**src/rtl/pcemux_pkg.sv**
```systemverilog
// Package: register map, reset values and option encodings for the shared port mux
`default_nettype none
package pcemux_pkg;
  localparam logic [11:0] PCEMUX_DATA_OFS = 12'h000;
  localparam logic [11:0] PCEMUX_DIR_OFS = 12'h004;
  localparam logic [11:0] PCEMUX_OUT_OFS = 12'h008;
  localparam logic [11:0] PCEMUX_OPT_OFS = 12'h00C;
  localparam logic [3:0] PCEMUX_DIR_RST = 4'h0;
  localparam logic [3:0] PCEMUX_OUT_RST = 4'h0;
  localparam logic [31:0] PCEMUX_ZERO_WORD = 32'h0000_0000;
  localparam int PCEMUX_SYNC_STAGES = 2;
  localparam int PCEMUX_OPT_AMP_BIT = 0;
  localparam int PCEMUX_OPT_CMP1_BIT = 1;
  localparam int PCEMUX_OPT_CMP2_BIT = 2;
  localparam int PCEMUX_OPT_BIT1_READ_ZERO_OPT_BIT = 3;
  localparam int PCEMUX_OPT_BIT3_READ_ZERO_OPT_BIT = 4;
  localparam int PCEMUX_OPT_PIO_BIT = 5;
  typedef enum logic [1:0] {
    PCEMUX_SRC_PIN,
    PCEMUX_SRC_CMP,
    PCEMUX_SRC_ZERO
  } pcemux_src_t;
endpackage : pcemux_pkg
`default_nettype wire

```
**src/rtl/pcemux_sync.sv**
```systemverilog
// Two-flop synchroniser, one per bit
`default_nettype none
module pcemux_sync
  import pcemux_pkg::*;
#(
  parameter int W = 6
)
(
  // Clock and reset
  input wire logic pclk,
  input wire logic presetn,
  input wire logic clk_en,
  // Data
  input wire logic [W-1:0] async_in,
  output logic [W-1:0] sync_out
);
  logic [W-1:0] meta_r;

  always_ff @(posedge pclk or negedge presetn)
  begin
    if (!presetn)
    begin
      meta_r <= '0;
      sync_out <= '0;
    end
    else if (clk_en)
    begin
      meta_r <= async_in;
      sync_out <= meta_r;
    end
  end
endmodule // pcemux_sync
`default_nettype wire

```
**src/rtl/pcemux_top.sv**
```systemverilog
// Shared 4-bit port with comparator/amplifier read multiplexing, APB slave
// Functional notes
// - Three structures chosen by option inputs only
// - Bit1 read-zero option zeroes bit 1
// - Bit3 read-zero option zeroes bit 3
// - No analog option gives plain port
// - Comparator 1 enabled drives bit 0 read
// - Comparator 2 drives bit 2 read alone or with comparator 1
// - Both comparators, or either one alone
// - Amp plus comparator 1, comparator 2 off, zeroes bits 2,3
// - Amplifier owns pins 3,2,0
// - Read-zero options need an enabled comparator
// - Direction bit one means output
`default_nettype none
module pcemux_top
  import pcemux_pkg::*;
(
  // Clock, reset, enable
  input wire logic pclk,
  input wire logic presetn,
  input wire logic clk_en,
  // APB slave
  input wire logic psel,
  input wire logic penable,
  input wire logic pwrite,
  input wire logic [11:0] paddr,
  input wire logic [31:0] pwdata,
  output logic [31:0] prdata,
  output logic pready,
  output logic pslverr,
  // Build options, static after reset
  input wire logic amp_enable_opt,
  input wire logic cmp1_enable_opt,
  input wire logic cmp2_enable_opt,
  input wire logic bit1_read_zero_opt,
  input wire logic bit3_read_zero_opt,
  input wire logic shared_port_io_opt,
  // Analog block outputs
  input wire logic cmp1_out,
  input wire logic cmp2_out,
  // Shared pins
  input wire logic [3:0] shared_pin_in,
  output logic [3:0] shared_pin_out,
  output logic [3:0] shared_pin_oe,
  // Analog enables toward the analog macro
  output logic amp_active,
  output logic cmp1_active,
  output logic cmp2_active
);
  logic [5:0] sync_in;
  logic [5:0] sync_q;
  logic [3:0] pin_s;
  logic cmp1_s;
  logic cmp2_s;
  logic [3:0] shared_port_direction_r;
  logic [3:0] shared_port_data_r;
  logic [3:0] shared_port_data_nxt;
  logic [3:0] read_val;
  logic [31:0] rdata_nxt;
  logic setup_ok;
  logic access;
  logic unmapped;

  // Async sources into the clock domain before any read sees them
  assign sync_in = {cmp2_out, cmp1_out, shared_pin_in};
  pcemux_sync #(.W(6)) u_sync (
    .pclk(pclk),
    .presetn(presetn),
    .clk_en(clk_en),
    .async_in(sync_in),
    .sync_out(sync_q)
  );
  assign pin_s = sync_q[3:0];
  assign cmp1_s = sync_q[4];
  assign cmp2_s = sync_q[5];

  // Source of one read bit from option state
  function automatic pcemux_src_t bit_src(input logic [1:0] idx, input logic amp,
                                          input logic c1, input logic c2,
                                          input logic rz1, input logic rz3);
    pcemux_src_t s;
    s = PCEMUX_SRC_PIN;
    if (!amp && !c1 && !c2)
      s = PCEMUX_SRC_PIN;
    else if (amp && c1 && !c2)
    begin
      // Amp owns pins 2 and 3 here, so they read zero
      case (idx)
        2'd0: s = PCEMUX_SRC_CMP;
        2'd1: s = rz1 ? PCEMUX_SRC_ZERO : PCEMUX_SRC_PIN;
        default: s = PCEMUX_SRC_ZERO;
      endcase
    end
    else
    begin
      // Comparator 1 steers bit 0, comparator 2 bit 2 unless the amp is on without comparator 1; either one enables the read-zero bits
      case (idx)
        2'd0: s = c1 ? PCEMUX_SRC_CMP : PCEMUX_SRC_PIN;
        2'd1: s = ((c1 || c2) && rz1) ? PCEMUX_SRC_ZERO : PCEMUX_SRC_PIN;
        2'd2: s = (c2 && !c1 && !amp) || (c2 && c1) ? PCEMUX_SRC_CMP
                  : PCEMUX_SRC_PIN;
        default: s = ((c1 || c2) && rz3) ? PCEMUX_SRC_ZERO : PCEMUX_SRC_PIN;
      endcase
    end
    return s;
  endfunction

  // Per-bit read multiplexer, options steer it directly
  genvar gi;
  generate
    for (gi = 0; gi < 4; gi++)
    begin : g_rd
      pcemux_src_t src;
      logic cmp_v;
      assign src = bit_src(2'(gi), amp_enable_opt, cmp1_enable_opt, cmp2_enable_opt,
                           bit1_read_zero_opt, bit3_read_zero_opt);
      assign cmp_v = (gi == 0) ? cmp1_s : cmp2_s;
      // With the io option, output bits read back the latch; otherwise the bit reads the pin
      always_comb
      begin
        if (src == PCEMUX_SRC_ZERO)
          read_val[gi] = 1'b0;
        else if (src == PCEMUX_SRC_CMP)
          read_val[gi] = cmp_v;
        else if (shared_port_io_opt && shared_port_direction_r[gi])
          read_val[gi] = shared_port_data_r[gi];
        else
          read_val[gi] = pin_s[gi];
      end
    end
  endgenerate

  // APB decode
  assign setup_ok = psel && !penable;
  assign access = psel && penable;
  always_comb
  begin
    rdata_nxt = PCEMUX_ZERO_WORD;
    unmapped = 1'b0;
    if (paddr == PCEMUX_DATA_OFS)
      rdata_nxt[3:0] = read_val;
    else if (paddr == PCEMUX_DIR_OFS)
      rdata_nxt[3:0] = shared_port_direction_r;
    else if (paddr == PCEMUX_OUT_OFS)
      rdata_nxt[3:0] = shared_port_data_r;
    else if (paddr == PCEMUX_OPT_OFS)
      rdata_nxt[5:0] = {shared_port_io_opt, bit3_read_zero_opt, bit1_read_zero_opt,
                        cmp2_enable_opt, cmp1_enable_opt, amp_enable_opt};
    else
      unmapped = 1'b1;
  end

  // No wait state: answer registered at the end of setup, shown in the first access cycle
  always_ff @(posedge pclk or negedge presetn)
  begin
    if (!presetn)
    begin
      pready <= 1'b0;
      pslverr <= 1'b0;
      prdata <= PCEMUX_ZERO_WORD;
    end
    else if (clk_en)
    begin
      pready <= setup_ok;
      pslverr <= setup_ok && unmapped;
      prdata <= (setup_ok && !pwrite) ? rdata_nxt : PCEMUX_ZERO_WORD;
    end
  end

  // Register writes land at the completing edge only
  assign shared_port_data_nxt = pwdata[3:0];
  always_ff @(posedge pclk or negedge presetn)
  begin
    if (!presetn)
    begin
      shared_port_direction_r <= PCEMUX_DIR_RST;
      shared_port_data_r <= PCEMUX_OUT_RST;
    end
    else if (clk_en && access && pready && pwrite)
    begin
      if (paddr == PCEMUX_DIR_OFS)
        shared_port_direction_r <= pwdata[3:0];
      else if (paddr == PCEMUX_OUT_OFS)
        shared_port_data_r <= shared_port_data_nxt;
    end
  end

  // Pin drivers; analog-owned pins are never driven digitally
  always_ff @(posedge pclk or negedge presetn)
  begin
    if (!presetn)
    begin
      shared_pin_out <= 4'h0;
      shared_pin_oe <= 4'h0;
      amp_active <= 1'b0;
      cmp1_active <= 1'b0;
      cmp2_active <= 1'b0;
    end
    else if (clk_en)
    begin
      shared_pin_out <= shared_port_data_r;
      // Pin 1 left to software in amp mode, it is expected to be input
      shared_pin_oe <= (shared_port_io_opt ? shared_port_direction_r : 4'h0)
                       & ~(amp_enable_opt ? 4'hD : 4'h0);
      amp_active <= amp_enable_opt;
      cmp1_active <= cmp1_enable_opt;
      cmp2_active <= cmp2_enable_opt && !(amp_enable_opt && cmp1_enable_opt);
    end
  end
endmodule // pcemux_top
`default_nettype wire

```
**config.mk**
```make
export PLATFORM = sky130hd
export DESIGN_NAME = pcemux_top
export DESIGN_NICKNAME = d
export VERILOG_FILES = /design/src/rtl/pcemux_pkg.sv /design/src/rtl/pcemux_sync.sv /design/src/rtl/pcemux_top.sv
export SDC_FILE = /design/constraint.sdc
export NUM_CORES = 1
export LEC_CHECK = 0
export ABC_AREA = 1
export BUFFER_PORTS_ARGS = -buffer_cell sky130_fd_sc_hd__buf_4
export CORE_UTILIZATION = 41
export CTS_CLUSTER_DIAMETER = 80
export CTS_CLUSTER_SIZE = 25
export DETAILED_ROUTE_END_ITERATION = 12
export PLACE_DENSITY_LB_ADDON = 0.08
export SLEW_MARGIN = 20
export SYNTH_ARGS = -nofsm -noshare
export SYNTH_HDL_FRONTEND = slang
export SYNTH_HIERARCHICAL = 1
export SYNTH_SLANG_ARGS = --single-unit
```
**constraint.sdc**
```tcl
create_clock -name pclk -period 1.1 [get_ports pclk]
set_clock_uncertainty 0.15 [all_clocks]
set_input_delay 0.055 -clock pclk [delete_from_list [all_inputs] [get_ports pclk]]
set_output_delay 0.055 -clock pclk [all_outputs]
set_load 0.03 [all_outputs]
```
==> After elaboration in Yosys (flattened, before gate mapping) <==
Cells that the tools add are included.
{ "word_totals": {"reg_bits": 65, "out_inout_bits": 45} }
{ "op_classes": {"n_bitwise": 3, "n_reduce_logical": 32, "n_eq_ne": 11, "mux": 39} }
{ "op_table": {"columns": ["cell", "n"], "rows": [
  ["$mux W2", 13],
  ["$eq A12 B4 Y1 const B", 2],
  ["$logic_and A1 B1 Y1", 21],
  ["$mux W4", 5],
  ["$mux W1", 19],
  ["$eq A12 B3 Y1 const B", 1],
  ["$logic_not A12 Y1", 1],
  ["$mux W6", 2],
  ["$eq A2 B1 Y1 const B", 4],
  ["$eq A2 B2 Y1 const B", 4],
  ["$logic_not A1 Y1", 6],
  ["$and A4 B4 Y4", 1],
  ["$not A4 Y4", 1],
  ["$reduce_and A3 Y1", 1],
  ["$logic_or A1 B1 Y1", 2],
  ["$reduce_and A2 Y1", 1],
  ["$not A1 Y1", 1]
]} }

==> Logic depth before layout (Yosys ltp) <==
{ "logic_depth": {"word_depth": 12, "ltp_mapped": 10, "ltp_nobuf": 10} }

==> Modules after synthesis <==
Netlist, hierarchy kept.
{ "by_module_without_submodules": {"columns": ["mod", "n_inst", "cells_each", "area_each_um2"], "rows": [
  ["pcemux_top", 1, 229, 1695.4],
  ["pcemux_sync", 1, 51, 457.9]
]} }

==> Worst setup path after synthesis <==
Ideal clock, no wire load.
{ "synth_path": {"kind": "register to register", "startpoint": "register pready", "endpoint": "register shared_port_data_r[0]", "arrival_ns": 1.142, "setup_slack_ns": -0.312, "required_ns": 0.829, "path_buffers": 0, "stages_incl_launch_ff": 6, "setup_time_ns": 0.121, "cell_sequence": "dfrtp_1 -> nand3_1 -> nor3_4 -> nand3_2 -> nand2_1 -> o21ai_1"} }
{ "synth_via": {"elab_chain_len": 3} }
{ "synth_lines": {"columns": ["element", "line", "source"], "rows": [
  ["from (decl)", "pcemux_top.sv:29", "output logic pready,"],
  ["from (signal assigned)", "pcemux_top.sv:164", "pready <= setup_ok;"],
  ["$logic_and A1 B1 Y1 (2 in a row)", "pcemux_top.sv:179", "else if (clk_en && access && pready && pwrite)"],
  ["$reduce_and A3 Y1 (no source line)", null, null],
  ["to (signal assigned)", "pcemux_top.sv:184", "shared_port_data_r <= shared_port_data_nxt;"],
  ["to (decl)", "pcemux_top.sv:56", "logic [3:0] shared_port_data_r;"]
]} }
No other way between the ends.
A chain may end at the register's enable or synchronous reset.

==> Final worst setup path <==
Ends and elaborated chain as after synthesis.

==> impl_metrics.env <==
export IMPL_cts_buffer_depth=2
export IMPL_ctsHtreeMaxLevel=2
export IMPL_ant_nets=0
export IMPL_avgRoutedWirePerCell_um=10.7
export IMPL_cap_violations=0
export IMPL_grt_pass1_vias=1736
export IMPL_setup_violations_final=13
export IMPL_finalMaxSlewViolations=0
export IMPL_synth_area_mm2=0.00215
export IMPL_synth_top_area_share=0.453
export IMPL_die_x_um=74.5
export IMPL_power_total_mw=3.14
export IMPL_power_density_mw_per_mm2=998
export IMPL_io_pins=107
export IMPL_cts_sinks=39
export IMPL_start_util=0.424
export IMPL_overflow=0
export IMPL_critPathArrivalTime_ps=1350
export IMPL_final_cells=460
export IMPL_port_buffers=52
export IMPL_final_util=0.621
export IMPL_drc=0
export IMPL_hpwl_um=3730
export IMPL_avgSynthCellArea_um2=7.69
export IMPL_rsz0062_at_grt="true"
export IMPL_worst_slack_ps=-213
export IMPL_synthCells=280
export IMPL_wirelength_um=4920
export IMPL_gp_congestion=0.909
export IMPL_cts_tree="done"
export IMPL_vias=2005
export IMPL_setup_worst_path_class="flip-flop to flip-flop"
export IMPL_grt_pass1_wl_um=8090
export IMPL_placed_area_mm2=0.00279
export IMPL_grt_max_degree=40
export IMPL_period_needed_ps=1310
export IMPL_ys_types=25
export IMPL_worstPathRequired_ps=1140
export IMPL_drtPass1Iterations=4
export IMPL_antenna_found_initial=0
export IMPL_path_max_fanout=8
export IMPL_synth_top_area_cell="dfrtp_1"
export IMPL_cp_start_kind="flip-flop"
export IMPL_core_area_mm2=0.00507
export IMPL_clock_latency_ps=290
export IMPL_final_nets=451
export IMPL_whs_ps=-0.435
export IMPL_drive_gt1_frac=0.344
export IMPL_hold_class="primary input to flip-flop"
export IMPL_final_cell_area_mm2=0.00315
export IMPL_root_buffer="clkbuf_8"
export IMPL_status="complete, but fails checks"
export IMPL_clkTransAtPathRegs_ps=80
export IMPL_ys_warnings_count=6
export IMPL_synthTopCellsByArea="dfrtp_1 45%, nand2_1 20%, buf_4 9.4%"
export IMPL_leakage_nw=1.73
export IMPL_ys_seq_area_frac=0.453
export IMPL_die_area_mm2=0.00555
export IMPL_fin_crit_sh=1.19
export IMPL_fillers=493
export IMPL_chipHeight_um=74.5
export IMPL_yosys_register_bits=39
export IMPL_fin_setup_tns_ps=-2130
export IMPL_antenna_cells=0
export IMPL_violations="hold timing, setup timing"
export IMPL_grtUsageTotal=0.195
export IMPL_cts_buffers_inserted=5
export IMPL_end_kind="flip-flop"
export IMPL_initialDrtViolationCount=76
export IMPL_dp_cells=431
export IMPL_pre_cts_slack_ps=-286
export IMPL_rows=26
export IMPL_r2r_slack_ps=-210
export IMPL_multi_input_area_mm2=0.00101
export IMPL_irDropWorstVdd_mv=0.573
export IMPL_area_growth_syn_to_layout_pct=46.3
export IMPL_fmax_mhz=762
export IMPL_routed_via_density=4.36
export IMPL_final_seq_area_um2=977
export IMPL_hold_viol_final=1
[final timing paths]
path,to,cells after the start,start
setup / recovery,shared_port_data_r[0],5,pready
hold / removal,amp_active,4,amp_enable_opt
setup reg to reg,shared_port_data_r[0],5,pready
hold reg to reg,u_sync/meta_r[0],2,u_sync/meta_r[0]
max in group asynchronous,pready,2,presetn
min in group asynchronous,amp_active,2,presetn
[critical path, stage by stage, from the launching register on]
cell,delay (ps)
dfrtp_2,380
nand3_2,90
nor3_4,220
nand3_2,200
nand2_1,100
o21ai_1,60
[cells in the mapped netlist, drive strengths merged]
| library cell | count |
|---|---|
| nand2 | 115 |
| a31oi | 1 |
| nor3 | 5 |
| buf | 30 |
| nand3 | 19 |
| o21ai | 23 |
| dfrtp | 39 |
| nand4 | 2 |
| inv | 23 |
| nand3b | 1 |
| a21oi | 1 |
| conb | 1 |
| or2 | 1 |
| nor2 | 18 |
| clkbuf | 1 |
[cells in the final DEF (no fill, tap or decap), drive strengths merged]
cell type | synthesis | routed
nand2 | 115 | 115
nor3 | 5 | 5
a31oi | 1 | 1
dlygate4sd3 | 0 | 15
nor2 | 18 | 18
clkbuf | 1 | 7
or2 | 1 | 1
clkinv | 0 | 1
nand3 | 19 | 19
nand3b | 1 | 1
nand4 | 2 | 2
o21ai | 23 | 23
a21oi | 1 | 1
buf | 30 | 93
inv | 23 | 23
conb | 1 | 26
dfrtp | 39 | 39
[cells by family (layout without fill, tap and decap cells)]
| group | after synthesis | count (layout) | share of synthesized area |
|---|---|---|---|
| other | 1 | 26 | 0.00174 |
| buffers and inverters | 54 | 139 | 0.148 |
| DFF | 39 | 39 | 0.453 |
| and+or+nand+nor | 161 | 161 | 0.336 |
| AOI/OAI and AO/OA | 25 | 25 | 0.0604 |
[per-layer routing]
metal / global-route usage / up-vias / part of all wire
li1: - / 1041 / -
met2: 0.297 / 57 / 0.46
met5: 0 / - / 0
met4: 0.0629 / 0 / 0.017
met3: 0.0447 / 7 / 0.037
met1: 0.274 / 900 / 0.48
[what timing repair did]
| action | 4_1_cts | 5_1_grt |
|---|---|---|
| hold buffers | 15 | 0 |
| buffers inserted | 4 | 2 |
| gates cloned | 0 | 0 |
| gates resized for setup | 6 | 17 |
| endpoints found under the setup margin | 13 | 17 |
| pin swaps | 6 | 11 |
| hold endpoints to repair | 58 | 0 |
[registers in the layout, summed over array words and instances, names as in the netlist, 4 cells and up]
signal / flops
prdata: 6
shared_pin_oe: 4
u_sync/meta_r: 6
shared_pin_out: 4
shared_port_data_r: 4
u_sync/sync_out: 6
shared_port_direction_r: 4
[power by group]
group / total [mW] / leakage [nW] / internal, mW / switching (mW)
logic: 0.614 / 1.16 / 0.249 / 0.365
clock network: 1.00 / 0.0482 / 0.506 / 0.494
registers: 1.53 / 0.516 / 1.49 / 0.0366
[final cells by class]
type | instances | share of cell area
Inverter | 23 | 0.0274
Sequential cell | 39 | 0.310
Clock inverter | 1 | 0.00159
Multi-Input combinational cell | 212 | 0.322
Timing Repair Buffer | 108 | 0.283
Tap cell | 70 | 0.0278
Clock buffer | 7 | 0.0274
Note: power is estimated with default switching activity, not from simulation.
